## src/rtl/flash_cmd_map.vh

```
// Register offsets, field positions, reset values and command codes
// for the flash command issue block. Definitions only.
`ifndef FLASH_CMD_MAP_VH
`define FLASH_CMD_MAP_VH

// Register byte offsets on the APB completer port
`define OFS_CTRL 12'h000
`define OFS_ADDR 12'h004
`define OFS_WDATA 12'h008
`define OFS_STATUS 12'h00C
`define OFS_IRQ_SET 12'h010
`define OFS_IRQ_CLR 12'h014
`define OFS_RDATA 12'h018
`define OFS_COMPONENT_ID_BYTE3 12'hFFC

// Command field width and codes
`define CMD_W 5
`define CMD_IDLE 5'h00
`define CMD_READ 5'h01
`define CMD_WRITE 5'h02
`define CMD_ROW_WRITE 5'h03

// Pending flag positions; bits [4:0] are the write-blocking set
`define FLG_W 5
`define FLG_SUCCESS 0
`define FLG_FAIL 1
`define FLG_REJECT 2
`define FLG_ACCEPT 3
`define FLG_RD_OVF 4

// Status register bit positions
`define ST_QUEUED 0
`define ST_EXEC 1

// Reset values
`define RST_CTRL 5'h00
`define RST_WORD 32'h0000_0000
`define RST_FLAGS 5'h00

`endif
```

## src/rtl/apb_flash_command_issue.v

```verilog
// APB completer register file and command queue of the flash controller.
// Assumes APB requester on clk_i and a flash side bus on the same clock.
//
// Functional notes
// - Read-only word at 0xFFC, low byte holds preamble segment four, rest zero.
// - Status shows an active bit whenever a command is queued or executing.
// - Success or fail completion raises the matching pending flag.
// - Address and data written first; the command write queues the command.
// - Command, address, data writes blocked while command nonzero or flags pending.
// - Blocked write is dropped and the reject flag is raised.
// - Pending flags have no own address; readable via set and clear registers.
// - On acceptance by the flash bus, command clears and accept flag rises.
// - Without a queued command when the bus is ready, idle is issued.
// - Accept flag is raised for every command type.
// - Read data overwritten before accept flag serviced sets read overflow.
`default_nettype none
`include "flash_cmd_map.vh"

module apb_flash_command_issue #(
  parameter AW = 32,
  parameter DW = 32,
  // Arbitrary value for the preamble byte
  parameter [7:0] PREAMBLE_SEGMENT_FOUR = 8'h5A
) (
  input wire clk_i,
  input wire reset_i,
  input wire psel_i,
  input wire penable_i,
  input wire pwrite_i,
  input wire [11:0] paddr_i,
  input wire [31:0] pwdata_i,
  output reg [31:0] prdata_o,
  output reg pready_o,
  output reg pslverr_o,
  input wire fready_i,
  input wire fdone_i,
  input wire ffail_i,
  input wire [DW-1:0] frdata_i,
  output wire [`CMD_W-1:0] fcmd_o,
  output wire [AW-1:0] faddr_o,
  output wire [DW-1:0] fwdata_o
);

  ////////////////////////////////////////////////////////////////////////////
  // State

  reg [`CMD_W-1:0] ctrl_q;
  reg [`CMD_W-1:0] ctrl_d;
  reg [AW-1:0] addr_q;
  reg [AW-1:0] addr_d;
  reg [DW-1:0] wdata_q;
  reg [DW-1:0] wdata_d;
  reg [DW-1:0] rdata_q;
  reg [DW-1:0] rdata_d;
  reg [`FLG_W-1:0] flags_q;
  reg [`FLG_W-1:0] flags_d;
  reg [`FLG_W-1:0] flag_set;
  reg [31:0] rd_word;
  reg rd_err;
  wire accept;
  wire busy;
  wire exec_read;
  wire [`CMD_W-1:0] fcmd;
  wire [AW-1:0] faddr;
  wire [DW-1:0] fwdata;

  // Widen a narrower field into a zero-filled bus word
  function [31:0] zext;
    input [31:0] v;
    input integer w;
    integer k;
    begin
      zext = 32'h0000_0000;
      for (k = 0; k < 32; k = k + 1) begin
        if (k < w) begin
          zext[k] = v[k];
        end
      end
    end
  endfunction

  ////////////////////////////////////////////////////////////////////////////
  // APB decode: one wait state, answer registered

  wire access = psel_i && penable_i && !pready_o;
  wire wr = access && pwrite_i;
  wire hit_ctrl = (paddr_i == `OFS_CTRL);
  wire hit_addr = (paddr_i == `OFS_ADDR);
  wire hit_wdata = (paddr_i == `OFS_WDATA);
  wire hit_set = (paddr_i == `OFS_IRQ_SET);
  wire hit_clr = (paddr_i == `OFS_IRQ_CLR);
  wire cmd_reg_wr = wr && (hit_ctrl || hit_addr || hit_wdata);
  wire blocked = (ctrl_q != `CMD_IDLE) || (flags_q != `RST_FLAGS);
  wire [1:0] status_bits = {busy, ctrl_q != `CMD_IDLE};

  always @* begin
    rd_err = 1'b0;
    case (paddr_i)
      `OFS_CTRL: rd_word = zext({27'h0, ctrl_q}, `CMD_W);
      `OFS_ADDR: rd_word = zext(addr_q, AW);
      `OFS_WDATA: rd_word = zext(wdata_q, DW);
      `OFS_STATUS: rd_word = {30'h0, status_bits};
      `OFS_IRQ_SET: rd_word = {27'h0, flags_q};
      `OFS_IRQ_CLR: rd_word = {27'h0, flags_q};
      `OFS_RDATA: rd_word = zext(rdata_q, DW);
      `OFS_COMPONENT_ID_BYTE3: rd_word = {24'h0, PREAMBLE_SEGMENT_FOUR};
      default: begin
        rd_word = 32'h0000_0000;
        rd_err = 1'b1;
      end
    endcase
  end

  ////////////////////////////////////////////////////////////////////////////
  // Next-state of the programmers registers

  always @* begin
    ctrl_d = ctrl_q;
    addr_d = addr_q;
    wdata_d = wdata_q;
    rdata_d = rdata_q;
    flag_set = `RST_FLAGS;
    if (cmd_reg_wr && blocked) begin
      flag_set[`FLG_REJECT] = 1'b1;
    end else if (cmd_reg_wr) begin
      if (hit_ctrl) begin
        ctrl_d = pwdata_i[`CMD_W-1:0];
      end
      if (hit_addr) begin
        addr_d = pwdata_i[AW-1:0];
      end
      if (hit_wdata) begin
        wdata_d = pwdata_i[DW-1:0];
      end
    end
    if (accept) begin
      ctrl_d = `CMD_IDLE;
      flag_set[`FLG_ACCEPT] = 1'b1;
    end
    if (fdone_i) begin
      flag_set[`FLG_SUCCESS] = !ffail_i;
      flag_set[`FLG_FAIL] = ffail_i;
      if (exec_read && !ffail_i) begin
        rdata_d = frdata_i;
        if (flags_q[`FLG_ACCEPT]) begin
          flag_set[`FLG_RD_OVF] = 1'b1;
        end
      end
    end
    if (wr && hit_set) begin
      flag_set = flag_set | pwdata_i[`FLG_W-1:0];
    end
    // Hardware and software set win over the clear in the same cycle
    flags_d = flags_q;
    if (wr && hit_clr) begin
      flags_d = flags_q & ~pwdata_i[`FLG_W-1:0];
    end
    flags_d = flags_d | flag_set;
  end

  always @(posedge clk_i) begin
    if (reset_i) begin
      ctrl_q <= `RST_CTRL;
      addr_q <= {AW{1'b0}};
      wdata_q <= {DW{1'b0}};
      rdata_q <= {DW{1'b0}};
      flags_q <= `RST_FLAGS;
      prdata_o <= `RST_WORD;
      pready_o <= 1'b0;
      pslverr_o <= 1'b0;
    end else begin
      ctrl_q <= ctrl_d;
      addr_q <= addr_d;
      wdata_q <= wdata_d;
      rdata_q <= rdata_d;
      flags_q <= flags_d;
      pready_o <= access;
      pslverr_o <= access && rd_err;
      prdata_o <= (access && !pwrite_i) ? rd_word : `RST_WORD;
    end
  end

  ////////////////////////////////////////////////////////////////////////////
  // Flash side issue

  flash_cmd_issue #(
    .AW(AW),
    .DW(DW)
  ) u_issue (
    .clk_i(clk_i),
    .reset_i(reset_i),
    .cmd_i(ctrl_q),
    .addr_i(addr_q),
    .wdata_i(wdata_q),
    .fready_i(fready_i),
    .fdone_i(fdone_i),
    .fcmd_o(fcmd),
    .faddr_o(faddr),
    .fwdata_o(fwdata),
    .accept_o(accept),
    .busy_o(busy),
    .exec_read_o(exec_read)
  );

  assign fcmd_o = fcmd;
  assign faddr_o = faddr;
  assign fwdata_o = fwdata;

endmodule
`default_nettype wire

```

## src/rtl/flash_cmd_issue.v

```verilog
// Flash-side command issue: presents the queued command on the flash
// side bus, reports acceptance and tracks the command in execution.
// Assumes the flash side bus shares clk_i; fready_i is a same-clock level.
`default_nettype none
`include "flash_cmd_map.vh"

module flash_cmd_issue #(
  parameter AW = 32,
  parameter DW = 32
) (
  input wire clk_i,
  input wire reset_i,
  input wire [`CMD_W-1:0] cmd_i,
  input wire [AW-1:0] addr_i,
  input wire [DW-1:0] wdata_i,
  input wire fready_i,
  input wire fdone_i,
  output wire [`CMD_W-1:0] fcmd_o,
  output wire [AW-1:0] faddr_o,
  output wire [DW-1:0] fwdata_o,
  output wire accept_o,
  output wire busy_o,
  output wire exec_read_o
);

  reg [`CMD_W-1:0] fcmd_q;
  reg [AW-1:0] faddr_q;
  reg [DW-1:0] fwdata_q;
  reg busy_q;
  reg exec_read_q;

  assign fcmd_o = fcmd_q;
  assign faddr_o = faddr_q;
  assign fwdata_o = fwdata_q;
  assign busy_o = busy_q;
  assign exec_read_o = exec_read_q;

  // A command leaves the queue when it is on the bus and the bus is ready
  assign accept_o = (fcmd_q != `CMD_IDLE) && fready_i;

  always @(posedge clk_i) begin
    if (reset_i) begin
      fcmd_q <= `CMD_IDLE;
      faddr_q <= {AW{1'b0}};
      fwdata_q <= {DW{1'b0}};
      busy_q <= 1'b0;
      exec_read_q <= 1'b0;
    end else begin
      // Idle goes out whenever no new command is queued in time
      if (cmd_i != `CMD_IDLE && !accept_o) begin
        fcmd_q <= cmd_i;
        faddr_q <= addr_i;
        fwdata_q <= wdata_i;
      end else begin
        fcmd_q <= `CMD_IDLE;
      end
      if (accept_o) begin
        busy_q <= 1'b1;
        exec_read_q <= (fcmd_q == `CMD_READ);
      end else if (fdone_i) begin
        busy_q <= 1'b0;
      end
    end
  end

endmodule
`default_nettype wire

```

## config.mk

```make
export PLATFORM = sky130hd
export DESIGN_NAME = apb_flash_command_issue
export DESIGN_NICKNAME = d
export VERILOG_FILES = /design/src/rtl/apb_flash_command_issue.v /design/src/rtl/flash_cmd_issue.v
export VERILOG_INCLUDE_DIRS = /design/src /design/src/rtl
export SDC_FILE = /design/constraint.sdc
export NUM_CORES = 1
export LEC_CHECK = 0
export BUFFER_PORTS_ARGS = -buffer_cell sky130_fd_sc_hd__buf_4
export CORE_MARGIN = 5
export CORE_UTILIZATION = 25
export DETAILED_ROUTE_END_ITERATION = 6
export PLACE_DENSITY_LB_ADDON = 0.12
export SYNTH_ARGS = -nofsm -noshare
export SYNTH_HDL_FRONTEND = slang
export SYNTH_SLANG_ARGS = --single-unit
```

## constraint.sdc

```tcl
create_clock -name clk_i -period 6.17 [get_ports clk_i]
set_input_delay 1.234 -clock clk_i [delete_from_list [all_inputs] [get_ports clk_i]]
set_output_delay 1.234 -clock clk_i [all_outputs]
set_load 0.005 [all_outputs]
```

==> results.txt <==
The number of antenna violations at the first check in global routing came out at 1. After synthesis, the cell types taking the most area are sky130_fd_sc_hd__dfxtp_1 (54%), sky130_fd_sc_hd__nand2_1 (9.8%), sky130_fd_sc_hd__mux2i_1 (9.2%), sky130_fd_sc_hd__a21oi_1 (6.9%), sky130_fd_sc_hd__nor2_1 (4.8%). The clock-pin slew of the registers on the worst-case setup and hold paths was 0.06 ns; the core area was 0.0307 mm2. STA classifies the critical path endpoint as a register. The worst slew margin relative to its limit is 0.276. The number of nets still failing antenna checks after routing is 0. The final period utilization came out at 0.595.

For the final max-slew violation count, the log shows 0. The total negative slack for setup checks came out at 0 ns. 187 I/O pins were placed. The tools report the global router's overall resource usage as 0.144. The reported leakage power came out at 4.10 nW. The critical path start-end classification was input pin to register.

The top flip-flop cell by instance count after synthesis is sky130_fd_sc_hd__dfxtp_1. For the worst setup path, the data required time is 6.54 ns. The netlist uses 40 different library cells. The number of nets in the synthesized netlist is 948.

The maximum count of clock buffers along a single path is 3. After synthesis the netlist holds a flip-flop and latch count of 211. The post-route minimum period was 3.67 ns; the sum of routed wire length over all layers was 26.4 mm. Post-detailed-placement half-perimeter wirelength: 16.7 mm.

The first routing iteration left 452 violations. The first global-routing pass estimated 41.2 mm of wire. Clock root buffer: sky130_fd_sc_hd__clkbuf_16. The proportion of register bits with asynchronous set or reset after synthesis was 0; the critical-path maximum fanout was 32.

The run gives 7,042 as the number of global-route vias before repair. Buffers placed on the I/O ports in this run total 186. The tools report the sequential area share after synthesis as 0.542.

For this design, the sink count on the clock tree is 211. After global routing the overflow that remains totals 0. The number of core rows came out at 64.

The die covers 0.0348 mm2. The top cell type's share of synthesized area was 0.542. The run gives 0.0146 ns as the worst clock skew. Timing would allow up to 272 MHz. For this design the ratio of total power to cell area is 296 mW/mm2.

For the pin with the worst max-slew slack, the measured transition is 1.08 ns. In this run, synthesis inferred 0 flip-flops with an integrated enable. The final route contains 6,665 vias. The x dimension of the die works out to 187 um. The run gives 0 as the total of warnings raised by yosys. Total of endpoints with negative setup slack in the final report: 0. In the layout the commonest cells are sky130_fd_sc_hd__dfxtp_1 (211), sky130_fd_sc_hd__nand2_1 (204), sky130_fd_sc_hd__buf_4 (190).

The cell count after synthesis came out at 864. Using the TritonRoute via totals, the vias-per-cell ratio works out to 4.64. Data on the critical path arrives at its endpoint at 4.04 ns. The logs give 0.0104 mm2 for the cell area after layout and 0.52 ns for the clock latency at the later pin of the worst-skew pair.

For the CTS H-tree depth, the log shows 1. The area added between synthesis and finish works out to 33.0%. The cell type contributing the most total cell area after synthesis was sky130_fd_sc_hd__dfxtp_1. The net count of the finished layout is 1,104. VDD sags by at most 0.171 mV. Setup repair after global routing left no endpoint under its margin.

The run gives 0.254 as the initial standard-cell utilization of the core. The final-report hold violation count was 0; the number of CTS-inserted buffers was 25. The fraction of final layout cells with drive strength greater than 1 is 0.243.

The worst hold path belongs to the class register to register. After filler insertion, the fill cell instance count of the layout stands at 3,250. The leading cell type in the layout, fill and taps excluded is sky130_fd_sc_hd__dfxtp_1. The synthesized netlist occupies a cell area of 0.00780 mm2. Hold repair after CTS inserted 0 buffers. Post-CTS setup buffer count: 0. Summing all placed instances gives a cell area of 0.00946 mm2.

The average instance in the mapped netlist occupies 9.02 um2. The flow ran to the end, and the final reports show no timing, DRC or antenna violations. In the routed design, unresolved DRC markers number 0. The maximum number of pins on one net before global-route repair came out at 91. STA classifies the critical path startpoint as an input pin. The number of gates resized after CTS was 0. After detailed routing, the average wire length per cell comes to 18.4 um. At the end of routability-driven placement, the weighted congestion stood at 0.752.

TritonCTS built the clock tree. The die outline height works out to 187 um. Before antenna repair, the detailed router went through 5 iterations. Max-cap violations in this run came to 0.
==> kinds of logic (layout without fill, tap and decap cells) <==
family / count (synthesis) / in the layout / share of synthesized area
buffers and inverters: 67 / 241 / 0.0438
AO/OA/AOI/OAI: 155 / 155 / 0.122
flip-flops: 211 / 211 / 0.542
other: 0 / 1 / 0
multiplexers: 78 / 78 / 0.101
AND/OR/NAND/NOR: 353 / 353 / 0.191
==> through the flow <==
step                      setup slack (ns)  total power, mW  utilization  hold WS, ns  cells
after floorplan                       3.08             1.43            -        0.433    864
after global routing                  2.29             3.19        0.338        0.474   1435
after global placement                2.04             1.49        0.309        0.444   1389
after detailed placement              1.94             1.49        0.309        0.447   1389
final                                 2.50             3.07        0.338        0.454   1435
after CTS                             2.47             3.12        0.338        0.454   1434
==> worst paths after layout <==
check	slack (ns)	end	cells past startpoint	from
setup / recovery	2.50	addr_q[24]	6	paddr_i[9]
hold / removal	0.45	u_issue.faddr_o[17]	2	u_issue.faddr_o[17]
setup reg to reg	3.04	u_issue.fwdata_o[13]	6	u_issue.fcmd_o[4]
hold reg to reg	0.45	u_issue.faddr_o[17]	2	u_issue.faddr_o[17]
==> cells in the mapped netlist (2+ instances only) <==
| cell type | count |
|---|---|
| sky130_fd_sc_hd__dfxtp_1 | 211 |
| sky130_fd_sc_hd__nand2_1 | 204 |
| sky130_fd_sc_hd__a21oi_1 | 107 |
| sky130_fd_sc_hd__nor2_1 | 99 |
| sky130_fd_sc_hd__mux2i_1 | 72 |
| sky130_fd_sc_hd__clkbuf_1 | 43 |
| sky130_fd_sc_hd__a222oi_1 | 26 |
| sky130_fd_sc_hd__buf_2 | 14 |
| sky130_fd_sc_hd__and2_1 | 8 |
| sky130_fd_sc_hd__nand3_1 | 8 |
| sky130_fd_sc_hd__mux2_2 | 6 |
| sky130_fd_sc_hd__a21o_1 | 5 |
| sky130_fd_sc_hd__inv_1 | 5 |
| sky130_fd_sc_hd__nor3_1 | 5 |
| sky130_fd_sc_hd__nor4_1 | 5 |
| sky130_fd_sc_hd__buf_12 | 4 |
| sky130_fd_sc_hd__nand2b_1 | 4 |
| sky130_fd_sc_hd__a211oi_1 | 3 |
| sky130_fd_sc_hd__a22oi_1 | 3 |
| sky130_fd_sc_hd__a31oi_1 | 3 |
| sky130_fd_sc_hd__nand4_1 | 3 |
| sky130_fd_sc_hd__o21ai_1 | 3 |
| sky130_fd_sc_hd__or4_1 | 3 |
| sky130_fd_sc_hd__nor4_2 | 2 |
| sky130_fd_sc_hd__o22ai_1 | 2 |
| sky130_fd_sc_hd__or2_2 | 2 |
==> where the power goes <==
part / total (mW) / switching (mW) / internal (mW)
Clock: 1.61 / 0.590 / 1.02
Sequential: 1.36 / 0.00112 / 1.36
Combinational: 0.0928 / 0.0508 / 0.0420
==> final cells by class <==
class | count | area [um2] | share of cell area
diodes | 1 | 2.50 | 0.000241
repair buffers | 191 | 1440 | 0.139
multi-input cells | 586 | 3290 | 0.317
well taps | 396 | 495 | 0.0478
flip-flops and latches | 211 | 4220 | 0.407
inverters | 5 | 18.8 | 0.00181
clock inverters | 9 | 175 | 0.0169
clock buffers | 36 | 727 | 0.0701
==> per-layer routing <==
metal  GRT usage  up-vias  part of all wire
met2       0.238      190              0.47
met3      0.0314       30             0.054
met1       0.194     3186              0.46
met4      0.0356        0             0.016
met5           0        -                 0
li1            -     3259                 -
==> state kept, by name, indices dropped and copies added, names as in the netlist, 5 cells and up <==
| signal | flops |
|---|---|
| u_issue.fcmd_o | 5 |
| flags_q | 5 |
| u_issue.fwdata_o | 32 |
| u_issue.faddr_o | 32 |
| prdata_o | 32 |
| addr_q | 32 |
| rdata_q | 32 |
| ctrl_q | 5 |
| wdata_q | 32 |
==> critical path, stage by stage <==
cell                      delay (ns)
sky130_fd_sc_hd__buf_4          0.12
sky130_fd_sc_hd__nor4_1         0.47
sky130_fd_sc_hd__and4_2         0.94
sky130_fd_sc_hd__nand3_4        0.81
sky130_fd_sc_hd__mux2i_1        0.39
sky130_fd_sc_hd__nor2_1         0.06
(Power assumes the default switching activity.)
